### src/shared/aomr_cfg.svh
// Constants for the audio offset mixer and resampler block
// Functional notes
// RL1: Offset sample 20 bits, high and low registers
// RL2: Offset config: underrun14, full13, enable12, rate11:0
// RL3: Fetch without full flag sets underrun
// RL4: Full set on writes, cleared on fetch
// RL5: Offset mixing only while enabled
// RL6: Offset fetch every rate plus one cycles
// RL7: Offset interrupt request on each fetch
// RL8: Mixed sum saturates to 20-bit signed
// RL9: Software keeps mix below 75% scale
// RL10: Resampler 24-bit in and out, no filter
// RL11: Output valid after 19 input samples
// RL12: Resampler sample high sixteen, low eight
// RL13: Resampler config: overrun15, rfull14, lfull13, enable12
// RL14: Update with unread data sets overrun
// RL15: Channel full set on write, cleared on read
// RL16: Resampler runs only while enabled
// RL17: Output every twice interval plus one cycles
// RL18: Resampler interrupt request on each store
// RL19: Disabled or underrun offset contributes zero
// RL20: Tick captures latest input pair, held
`ifndef AOMR_CFG_SVH
`define AOMR_CFG_SVH
// ==========================================================
// Register word indices, byte address is four times index
`define AOMR_IDX_OFS_CFG 16'hFEC1
`define AOMR_IDX_OFS_LLO 16'hFEC2
`define AOMR_IDX_OFS_LHI 16'hFEC3
`define AOMR_IDX_OFS_RLO 16'hFEC4
`define AOMR_IDX_OFS_RHI 16'hFEC5
`define AOMR_IDX_RS_CFG  16'hFEC6
`define AOMR_IDX_RS_LLO  16'hFEC7
`define AOMR_IDX_RS_LHI  16'hFEC8
`define AOMR_IDX_RS_RLO  16'hFEC9
`define AOMR_IDX_RS_RHI  16'hFECA
// ==========================================================
// Field positions
`define AOMR_BIT_ORUN   15
`define AOMR_BIT_URUN   14
`define AOMR_BIT_RFULL  14
`define AOMR_BIT_FULL   13
`define AOMR_BIT_LFULL  13
`define AOMR_BIT_ENA    12
`define AOMR_LO4_MSB    15
`define AOMR_LO4_LSB    12
`define AOMR_LO8_MSB    15
`define AOMR_LO8_LSB    8
// ==========================================================
// Values and counts
`define AOMR_REG_RST    16'h0000
`define AOMR_SAT_MAX    20'h7_FFFF
`define AOMR_SAT_MIN    20'h8_0000
`define AOMR_WARMUP     5'h13
`define AOMR_HTRANS_NSQ 2'h2
`define AOMR_HSIZE_WORD 3'h2
`endif

### src/shared/aomr_pkg.sv
// Types shared by the audio offset mixer and resampler block
package aomr_pkg;
    // Stereo sample pair of a given width
    typedef struct packed {
        logic [23:0] left;
        logic [23:0] right;
    } aomr_pair24_t;
    typedef struct packed {
        logic [19:0] left;
        logic [19:0] right;
    } aomr_pair20_t;
    // Latched AHB address phase
    typedef struct packed {
        logic        valid;
        logic        write;
        logic [15:0] idx;
    } aomr_aphase_t;
endpackage : aomr_pkg

### src/verilog/aomr_top.sv
// Offset mixer and filterless resampler with AHB-Lite register slave
//
// Added by the designer: register access over AHB-Lite.
`timescale 1ns/1ns
`include "aomr_cfg.svh"
module aomr_top (
    input  wire logic                  CLK,
    input  wire logic                  RST_B,
    input  wire logic                  HSEL,
    input  wire logic [31:0]           HADDR,
    input  wire logic [1:0]            HTRANS,
    input  wire logic                  HWRITE,
    input  wire logic [2:0]            HSIZE,
    input  wire logic [31:0]           HWDATA,
    input  wire logic                  HREADY,
    output logic      [31:0]           HRDATA,
    output logic                       HREADYOUT,
    output logic                       HRESP,
    input  wire aomr_pkg::aomr_pair24_t DAC_IN,
    input  wire logic                  DAC_IN_STB,
    input  wire aomr_pkg::aomr_pair20_t MIX_IN,
    output aomr_pkg::aomr_pair20_t      MIX_OUT,
    output logic                       OFS_IRQ,
    output logic                       RS_IRQ,
    output logic                       RS_VALID
);
    // ==========================================================
    // Bus slave
    aomr_pkg::aomr_aphase_t ap_r;
    logic [15:0] ofs_cfg_r;       // bits 11:0 rate, 12 enable
    logic        ofs_full_r;
    logic        ofs_urun_r;
    logic [15:0] ofs_llo_r;
    logic [15:0] ofs_lhi_r;
    logic [15:0] ofs_rlo_r;
    logic [15:0] ofs_rhi_r;
    logic        ofs_lw_r;        // left high written since fetch
    logic        ofs_rw_r;
    logic [15:0] rs_cfg_r;
    logic        rs_orun_r;
    logic        rs_lfull_r;
    logic        rs_rfull_r;
    aomr_pkg::aomr_pair24_t rs_out_r;
    logic        wr_en;
    logic        rd_en;
    logic [15:0] wd;
    logic [15:0] rd_nxt;
    logic        ofs_tick;
    logic        rs_tick;

    // Word index decode: byte address is four times index
    // Indices sit above 0x3FFF, so the full sixteen-bit index is compared
    function automatic logic hit(input logic [15:0] idx, input logic [15:0] ref_idx);
        hit = (idx == ref_idx);
    endfunction : hit

    // Address phase latch, only whole-word NONSEQ transfers
    always_ff @(posedge CLK) begin
        if (!RST_B) begin
            ap_r <= '0;
        end else if (HREADY) begin
            ap_r.valid <= HSEL && (HTRANS == `AOMR_HTRANS_NSQ) && (HSIZE == `AOMR_HSIZE_WORD);
            ap_r.write <= HWRITE;
            ap_r.idx   <= HADDR[17:2];
        end
    end

    assign wr_en = ap_r.valid && ap_r.write;
    assign rd_en = ap_r.valid && !ap_r.write;
    assign wd    = HWDATA[15:0];

    // Zero wait states; always OKAY
    always_ff @(posedge CLK) begin
        if (!RST_B) begin
            HREADYOUT <= 1'b1;
            HRESP     <= 1'b0;
        end else begin
            HREADYOUT <= 1'b1;
            HRESP     <= 1'b0;
        end
    end

    // Read mux; unmapped reads as zero
    always_comb begin
        rd_nxt = `AOMR_REG_RST;
        if (hit(HADDR[17:2], `AOMR_IDX_OFS_CFG)) begin
            rd_nxt = {1'b0, ofs_urun_r, ofs_full_r, ofs_cfg_r[12:0]}; // RL2
        end else if (hit(HADDR[17:2], `AOMR_IDX_OFS_LLO)) begin
            rd_nxt = {ofs_llo_r[15:12], 12'h000};                      // RL1
        end else if (hit(HADDR[17:2], `AOMR_IDX_OFS_LHI)) begin
            rd_nxt = ofs_lhi_r;
        end else if (hit(HADDR[17:2], `AOMR_IDX_OFS_RLO)) begin
            rd_nxt = {ofs_rlo_r[15:12], 12'h000};
        end else if (hit(HADDR[17:2], `AOMR_IDX_OFS_RHI)) begin
            rd_nxt = ofs_rhi_r;
        end else if (hit(HADDR[17:2], `AOMR_IDX_RS_CFG)) begin
            rd_nxt = {rs_orun_r, rs_rfull_r, rs_lfull_r, rs_cfg_r[12:0]}; // RL13
        end else if (hit(HADDR[17:2], `AOMR_IDX_RS_LLO)) begin
            rd_nxt = {rs_out_r.left[7:0], 8'h00};                      // RL12
        end else if (hit(HADDR[17:2], `AOMR_IDX_RS_LHI)) begin
            rd_nxt = rs_out_r.left[23:8];
        end else if (hit(HADDR[17:2], `AOMR_IDX_RS_RLO)) begin
            rd_nxt = {rs_out_r.right[7:0], 8'h00};
        end else if (hit(HADDR[17:2], `AOMR_IDX_RS_RHI)) begin
            rd_nxt = rs_out_r.right[23:8];
        end
    end

    // Read data registered in the address phase, stands in data phase
    always_ff @(posedge CLK) begin
        if (!RST_B) begin
            HRDATA <= 32'h0000_0000;
        end else if (HREADY && HSEL && !HWRITE && HTRANS == `AOMR_HTRANS_NSQ) begin
            HRDATA <= {16'h0000, rd_nxt};
        end
    end

    // ==========================================================
    // Offset path registers
    always_ff @(posedge CLK) begin
        if (!RST_B) begin
            ofs_cfg_r <= `AOMR_REG_RST;
            ofs_llo_r <= `AOMR_REG_RST;
            ofs_lhi_r <= `AOMR_REG_RST;
            ofs_rlo_r <= `AOMR_REG_RST;
            ofs_rhi_r <= `AOMR_REG_RST;
        end else if (wr_en) begin
            if (hit(ap_r.idx, `AOMR_IDX_OFS_CFG)) begin
                ofs_cfg_r <= {3'h0, wd[12:0]};                      // RL2
            end else if (hit(ap_r.idx, `AOMR_IDX_OFS_LLO)) begin
                ofs_llo_r <= {wd[`AOMR_LO4_MSB:`AOMR_LO4_LSB], 12'h000}; // RL1
            end else if (hit(ap_r.idx, `AOMR_IDX_OFS_LHI)) begin
                ofs_lhi_r <= wd;                                    // RL1
            end else if (hit(ap_r.idx, `AOMR_IDX_OFS_RLO)) begin
                ofs_rlo_r <= {wd[`AOMR_LO4_MSB:`AOMR_LO4_LSB], 12'h000};
            end else if (hit(ap_r.idx, `AOMR_IDX_OFS_RHI)) begin
                ofs_rhi_r <= wd;
            end
        end
    end

    // Rate divider; counter restarts while disabled
    logic [11:0] ofs_cnt_r;
    always_ff @(posedge CLK) begin
        if (!RST_B || !ofs_cfg_r[`AOMR_BIT_ENA]) begin
            ofs_cnt_r <= 12'h000;                                    // RL5
        end else if (ofs_cnt_r >= ofs_cfg_r[11:0]) begin
            ofs_cnt_r <= 12'h000;                                    // RL6
        end else begin
            ofs_cnt_r <= ofs_cnt_r + 12'h001;
        end
    end
    assign ofs_tick = ofs_cfg_r[`AOMR_BIT_ENA] && (ofs_cnt_r >= ofs_cfg_r[11:0]);

    // Full needs both high words written; fetch clears, a write in the same cycle wins
    logic ofs_lw_set;
    logic ofs_rw_set;
    assign ofs_lw_set = wr_en && hit(ap_r.idx, `AOMR_IDX_OFS_LHI);
    assign ofs_rw_set = wr_en && hit(ap_r.idx, `AOMR_IDX_OFS_RHI);
    always_ff @(posedge CLK) begin
        if (!RST_B) begin
            ofs_lw_r <= 1'b0;
            ofs_rw_r <= 1'b0;
        end else begin
            ofs_lw_r <= ofs_lw_set || (ofs_lw_r && !ofs_tick);
            ofs_rw_r <= ofs_rw_set || (ofs_rw_r && !ofs_tick);
        end
    end
    always_ff @(posedge CLK) begin
        if (!RST_B) begin
            ofs_full_r <= 1'b0;
        end else if ((ofs_lw_r || ofs_lw_set) && (ofs_rw_r || ofs_rw_set)
                     && (ofs_lw_set || ofs_rw_set)) begin
            ofs_full_r <= 1'b1;                                      // RL4
        end else if (ofs_tick) begin
            ofs_full_r <= 1'b0;                                      // RL4
        end
    end

    // Underrun sticky; software write of zero to bit 14 clears, set wins
    always_ff @(posedge CLK) begin
        if (!RST_B) begin
            ofs_urun_r <= 1'b0;
        end else if (ofs_tick && !ofs_full_r) begin
            ofs_urun_r <= 1'b1;                                      // RL3
        end else if (wr_en && hit(ap_r.idx, `AOMR_IDX_OFS_CFG)) begin
            ofs_urun_r <= wd[`AOMR_BIT_URUN];
        end
    end

    // Fetched offset pair; zero when disabled or underrun
    aomr_pkg::aomr_pair20_t ofs_cur_r;
    always_ff @(posedge CLK) begin
        if (!RST_B || !ofs_cfg_r[`AOMR_BIT_ENA]) begin
            ofs_cur_r <= '0;                                         // RL19
        end else if (ofs_tick) begin
            if (ofs_full_r) begin
                ofs_cur_r.left  <= {ofs_lhi_r, ofs_llo_r[15:12]};    // RL1
                ofs_cur_r.right <= {ofs_rhi_r, ofs_rlo_r[15:12]};
            end else begin
                ofs_cur_r <= '0;                                     // RL19
            end
        end
    end

    // Offset fetch interrupt, one-cycle pulse for nonzero rate, held high at rate zero
    always_ff @(posedge CLK) begin
        if (!RST_B) begin
            OFS_IRQ <= 1'b0;
        end else begin
            OFS_IRQ <= ofs_tick;                                     // RL7
        end
    end

    // Saturating add; sign-extended 21-bit sum clamps instead of wrapping
    function automatic logic [19:0] sat_add(input logic [19:0] a, input logic [19:0] b);
        logic [20:0] s;
        s = {a[19], a} + {b[19], b};
        if (s[20] != s[19]) begin
            sat_add = s[20] ? `AOMR_SAT_MIN : `AOMR_SAT_MAX;         // RL8
        end else begin
            sat_add = s[19:0];
        end
    endfunction : sat_add

    always_ff @(posedge CLK) begin
        if (!RST_B) begin
            MIX_OUT <= '0;
        end else begin
            MIX_OUT.left  <= sat_add(MIX_IN.left, ofs_cur_r.left);   // RL8
            MIX_OUT.right <= sat_add(MIX_IN.right, ofs_cur_r.right);
        end
    end

    // ==========================================================
    // Resampler configuration
    always_ff @(posedge CLK) begin
        if (!RST_B) begin
            rs_cfg_r <= `AOMR_REG_RST;
        end else if (wr_en && hit(ap_r.idx, `AOMR_IDX_RS_CFG)) begin
            rs_cfg_r <= {3'h0, wd[12:0]};                            // RL13
        end
    end

    // Half-rate divider: tick every 2*(interval+1) cycles
    logic [12:0] rs_cnt_r;
    always_ff @(posedge CLK) begin
        if (!RST_B || !rs_cfg_r[`AOMR_BIT_ENA]) begin
            rs_cnt_r <= 13'h0000;                                    // RL16
        end else if (rs_tick) begin
            rs_cnt_r <= 13'h0000;
        end else begin
            rs_cnt_r <= rs_cnt_r + 13'h0001;
        end
    end
    assign rs_tick = rs_cfg_r[`AOMR_BIT_ENA]
                     && (rs_cnt_r >= {rs_cfg_r[11:0], 1'b1});        // RL17

    // Start-up count of input samples; valid after nineteen
    logic [4:0] warm_r;
    always_ff @(posedge CLK) begin
        if (!RST_B || !rs_cfg_r[`AOMR_BIT_ENA]) begin
            warm_r <= 5'h00;
        end else if (DAC_IN_STB && warm_r < `AOMR_WARMUP) begin
            warm_r <= warm_r + 5'h01;                                // RL11
        end
    end
    always_ff @(posedge CLK) begin
        if (!RST_B) begin
            RS_VALID <= 1'b0;
        end else begin
            RS_VALID <= (warm_r == `AOMR_WARMUP);                    // RL11
        end
    end

    // Latest input pair, held between strobes
    aomr_pkg::aomr_pair24_t rs_in_r;
    always_ff @(posedge CLK) begin
        if (!RST_B) begin
            rs_in_r <= '0;
        end else if (DAC_IN_STB) begin
            rs_in_r <= DAC_IN;                                       // RL10
        end
    end

    // Output capture: no filtering, plain sample and hold
    always_ff @(posedge CLK) begin
        if (!RST_B) begin
            rs_out_r <= '0;
        end else if (rs_tick) begin
            rs_out_r <= rs_in_r;                                     // RL20
        end
    end

    // Channel full: read of high word clears, new store wins
    logic rs_lrd;
    logic rs_rrd;
    assign rs_lrd = rd_en && hit(ap_r.idx, `AOMR_IDX_RS_LHI);
    assign rs_rrd = rd_en && hit(ap_r.idx, `AOMR_IDX_RS_RHI);
    always_ff @(posedge CLK) begin
        if (!RST_B) begin
            rs_lfull_r <= 1'b0;
            rs_rfull_r <= 1'b0;
        end else begin
            rs_lfull_r <= rs_tick || (rs_lfull_r && !rs_lrd);        // RL15
            rs_rfull_r <= rs_tick || (rs_rfull_r && !rs_rrd);        // RL15
        end
    end

    // Overrun sticky; cleared by writing zero to bit 15
    always_ff @(posedge CLK) begin
        if (!RST_B) begin
            rs_orun_r <= 1'b0;
        end else if (rs_tick && (rs_lfull_r || rs_rfull_r)) begin
            rs_orun_r <= 1'b1;                                       // RL14
        end else if (wr_en && hit(ap_r.idx, `AOMR_IDX_RS_CFG)) begin
            rs_orun_r <= wd[`AOMR_BIT_ORUN];
        end
    end

    // Store interrupt, one-cycle pulse
    always_ff @(posedge CLK) begin
        if (!RST_B) begin
            RS_IRQ <= 1'b0;
        end else begin
            RS_IRQ <= rs_tick;                                       // RL18
        end
    end
endmodule : aomr_top

### config.mk
export PLATFORM = sky130hd
export DESIGN_NAME = aomr_top
export DESIGN_NICKNAME = d
export VERILOG_FILES = /design/src/shared/aomr_pkg.sv /design/src/verilog/aomr_top.sv
export VERILOG_INCLUDE_DIRS = /design/src /design/src/shared
export SDC_FILE = /design/constraint.sdc
export NUM_CORES = 1
export LEC_CHECK = 0
export BUFFER_PORTS_ARGS = -buffer_cell sky130_fd_sc_hd__buf_2
export CORE_ASPECT_RATIO = 0.75
export CORE_MARGIN = 2
export CORE_UTILIZATION = 50
export CTS_CLUSTER_DIAMETER = 30
export DETAILED_ROUTE_END_ITERATION = 10
export PLACE_DENSITY = 0.72
export SETUP_SLACK_MARGIN = 0.05
export SYNTH_ARGS = -nofsm -noshare
export SYNTH_HDL_FRONTEND = slang
export SYNTH_SLANG_ARGS = --single-unit
export TNS_END_PERCENT = 20
### constraint.sdc
create_clock -name CLK -period 7.6 [get_ports CLK]
set_input_delay 0.38 -clock CLK [delete_from_list [all_inputs] [get_ports CLK]]
set_output_delay 0.38 -clock CLK [all_outputs]
set_load 0.05 [all_outputs]
==> results.txt <==
Largest net degree at the start of global routing = 107
R2R Path Start = ofs_cur_r[20]$_SDFFE_PP0P_
Worst slack at placement = 4500 ps
Critical Path AT = 3410 ps
CP endpoint kind = flip-flop
CTS max path bufs = 3
Critical path's top delay family = compound AO/OA/AOI/OAI gates
Setup Viol. Count Final = 0
Die width = 201 um
Pre-antenna DRT Iters = 8
Post-layout net count = 2037
Crit-path cells = ha_1 > fa_1 > a211oi_1 > o21a_1 > o211ai_2 > o21ai_0 > nor3_1 > o21ai_2 > a31oi_4 > a31o_2
Mapped Area = 14500 um2
Crit path from = ofs_cur_r[20]$_SDFFE_PP0P_
HPWL Detailed = 28.4 mm
Die footprint = 30400 um2
First-pass GRT wire length = 61.3 mm
Vias in the first global route = 11600
Class of the worst hold path = input port to flip-flop
Gr usage total = 25.3%
Port bufs = 189
Ys Warns = 0
Buf/Inv on CP = 0
Avg WL per Cell = 17.5 um
Highest Clock Rate = 336 MHz
TritonCTS clock tree = done
Clk sinks = 316
Req. time, crit path = 8030 ps
# hold bufs at CTS = 0
Synth area leaders = dfxtp_1 44%, mux2i_1 9.4%, ha_1 5.8%
M1 GR Usage = 35.0%
Crit Path Category = flip-flop to flip-flop
Setup Total Neg Slack = 0 ps
Crit. path cell count = 10
R2R depth = 10
DIE HEIGHT = 152 um
Hold Crit Start = DAC_IN[23]
Starting DRT DRC Count = 945
Cells on Worst Hold Path = 3
Via Count = 12500
GRT Residual Overflow = 0
Slew @ Worst Pin = 1150 ps
CP Launch Type = flip-flop
Total CTS buffers = 48
Crit-path max FO = 14
Final cell count without fillers = 2230
Rel. slew slack = 23.1%
Post-synthesis cell type count = 77
Drt drc = 0
Synthesized area per cell = 8.85 um2
Flops & latches, synth = 316
Post-CTS setup repair buffer count = 0
Leakage = 7.09 nW
Final worst-path cycle share = 39.1%
Area Overhead vs Synth = 19.1%
Post-synthesis cell count = 1639
Status = finished clean
Met2 GRT Util = 38.8%
Pins over their slew limit = 0
Final WS setup = 4630 ps
Dominant cell type by area after synthesis = dfxtp_1
Skew-Pair Late Insertion Delay = 560 ps
Slowest cell on crit path = fa_1
Htree depth = 2
GRT Max-Usage Layer = met2
Top-count cell post-synth = dfxtp_1
Root buffer cell = clkbuf_16
Register area share after synthesis = 43.6%
Crit path largest cell delay = 440 ps
Final antenna-violating net count = 0
Std cell rows = 53
Setup Skew = 21.5 ps
Drt total wl = 39.0 mm
Layout cells sized above 1 = 17.6%
Starting Density = 51.3%
Ports = 240
CTS resizes = 0
RSZ-0062 raised after global routing = no
Max-cap violations = 0
Initial antenna violation count = 1
M3 GR Usage = 5.88%
P per Cell Area = 243 nW/um2
Async SR Flop Fraction = 0%
Avg Vias per Cell = 5.59
Post-route minimum period = 2970 ps
Share of the synthesized area in the top cell type = 43.6%
Reg clk slew, reported paths = 60 ps
Placed cell count = 2140
Worst-case vdd ir drop = 268 uV
Global placement routability congestion = 0.906
Core area = 28200 um2
Number of flops mapped to enable cells by yosys = 0
Final count of hold timing violations = 0
Commonest cells in the netlist = 316 x dfxtp_1, 221 x nor2_1, 183 x nand2_1, 147 x a21oi_1, 136 x mux2i_1
Primary FF master, synth = dfxtp_1
power breakdown:
| part | switching, W | total [W] | internal [W] |
|---|---|---|---|
| logic | 0.000166 | 0.000246 | 0.0000807 |
| clock network | 0.000828 | 0.00224 | 0.00141 |
| registers | 0.0000167 | 0.00171 | 0.00169 |
sequential cells by signal, summed over array words and instances, names as in the netlist, 16 cells and up:
signal and cells:
ofs_cur_r 40, ofs_lhi_r 16, MIX_OUT 40, ap_r 18, rs_out_r 48, HRDATA 16
rs_in_r 48, ofs_rhi_r 16
cell type report:
class	instances	area, um2
flip-flops and latches	316	6330
clock inverters	29	325
clock buffers	60	1340
well taps	385	482
inverters	41	159
diodes	1	2.50
fillers	2526	11000
repair buffers	202	1040
multi-input cells	1196	7590
per-layer routing:
metal  up-vias  wire length (um)
li1       6063                 -
met1      5814             17600
met2       531             16700
met3        66              3730
met4         0               960
met5         -                 0
stage by stage:
stage / util, % / hold WS, ps / power, W / cell area (um2)
3_3_place_gp: 55.2 / 447 / 0.00198 / 15600
6_report: 61.1 / 52.9 / 0.00419 / 17300
3_5_place_dp: 55.2 / 454 / 0.00199 / 15600
2_1_floorplan: - / 435 / 0.00191 / 14600
4_1_cts: 61.1 / 33.8 / 0.00422 / 17300
5_1_grt: 61.1 / 46.2 / 0.00432 / 17300
path summary, 6_finish.rpt:
| check | end | slack [ps] |
|---|---|---|
| min | rs_in_r[23]$_SDFFE_PN0P_ | 50 |
| max reg2reg | MIX_OUT[27]$_SDFF_PN0_ | 4630 |
| max | MIX_OUT[27]$_SDFF_PN0_ | 4630 |
| min reg2reg | ofs_cur_r[16]$_SDFFE_PP0P_ | 460 |
cells in the final DEF (no fill, tap or decap), drive strengths merged, types with 8 or more instances in the layout:
master and n:
a211oi 9, a21o 27, a21oi 147, a221oi 13
a222oi 9, a22oi 23, and3 10, buf 202
clkbuf 60, conb 18, dfxtp 316, ha 67
inv 56, mux2i 136, nand2 185, nand2b 8
nand3 74, nand4 13, nor2 222, nor2b 10
nor3 16, o211ai 15, o21a 10, o21ai 51
or3 8, xnor2 22, xor2 32
logic make-up (layout without fill, tap and decap cells):
logic type	after synthesis	count (layout)	share of synthesized area, %
AOI/OAI and AO/OA	347	347	15.5
xor gates and xnor gates	54	54	3.26
adders and majority gates	69	69	6.06
buffers and inverters	143	332	4.47
DFF	316	316	43.6
muxes	137	137	9.46
other	2	19	0.0518
and+or+nand+nor	571	571	17.6
worst reg2reg max path, stage by stage (launching register included):
cell and delay (ps):
dfxtp_1 320, ha_1 220, fa_1 440, a211oi_1 330, o21a_1 260, o211ai_2 140
o21ai_0 330, nor3_1 110, o21ai_2 210, a31oi_4 220, a31o_2 280
Note: power is estimated with default switching activity, not from simulation.
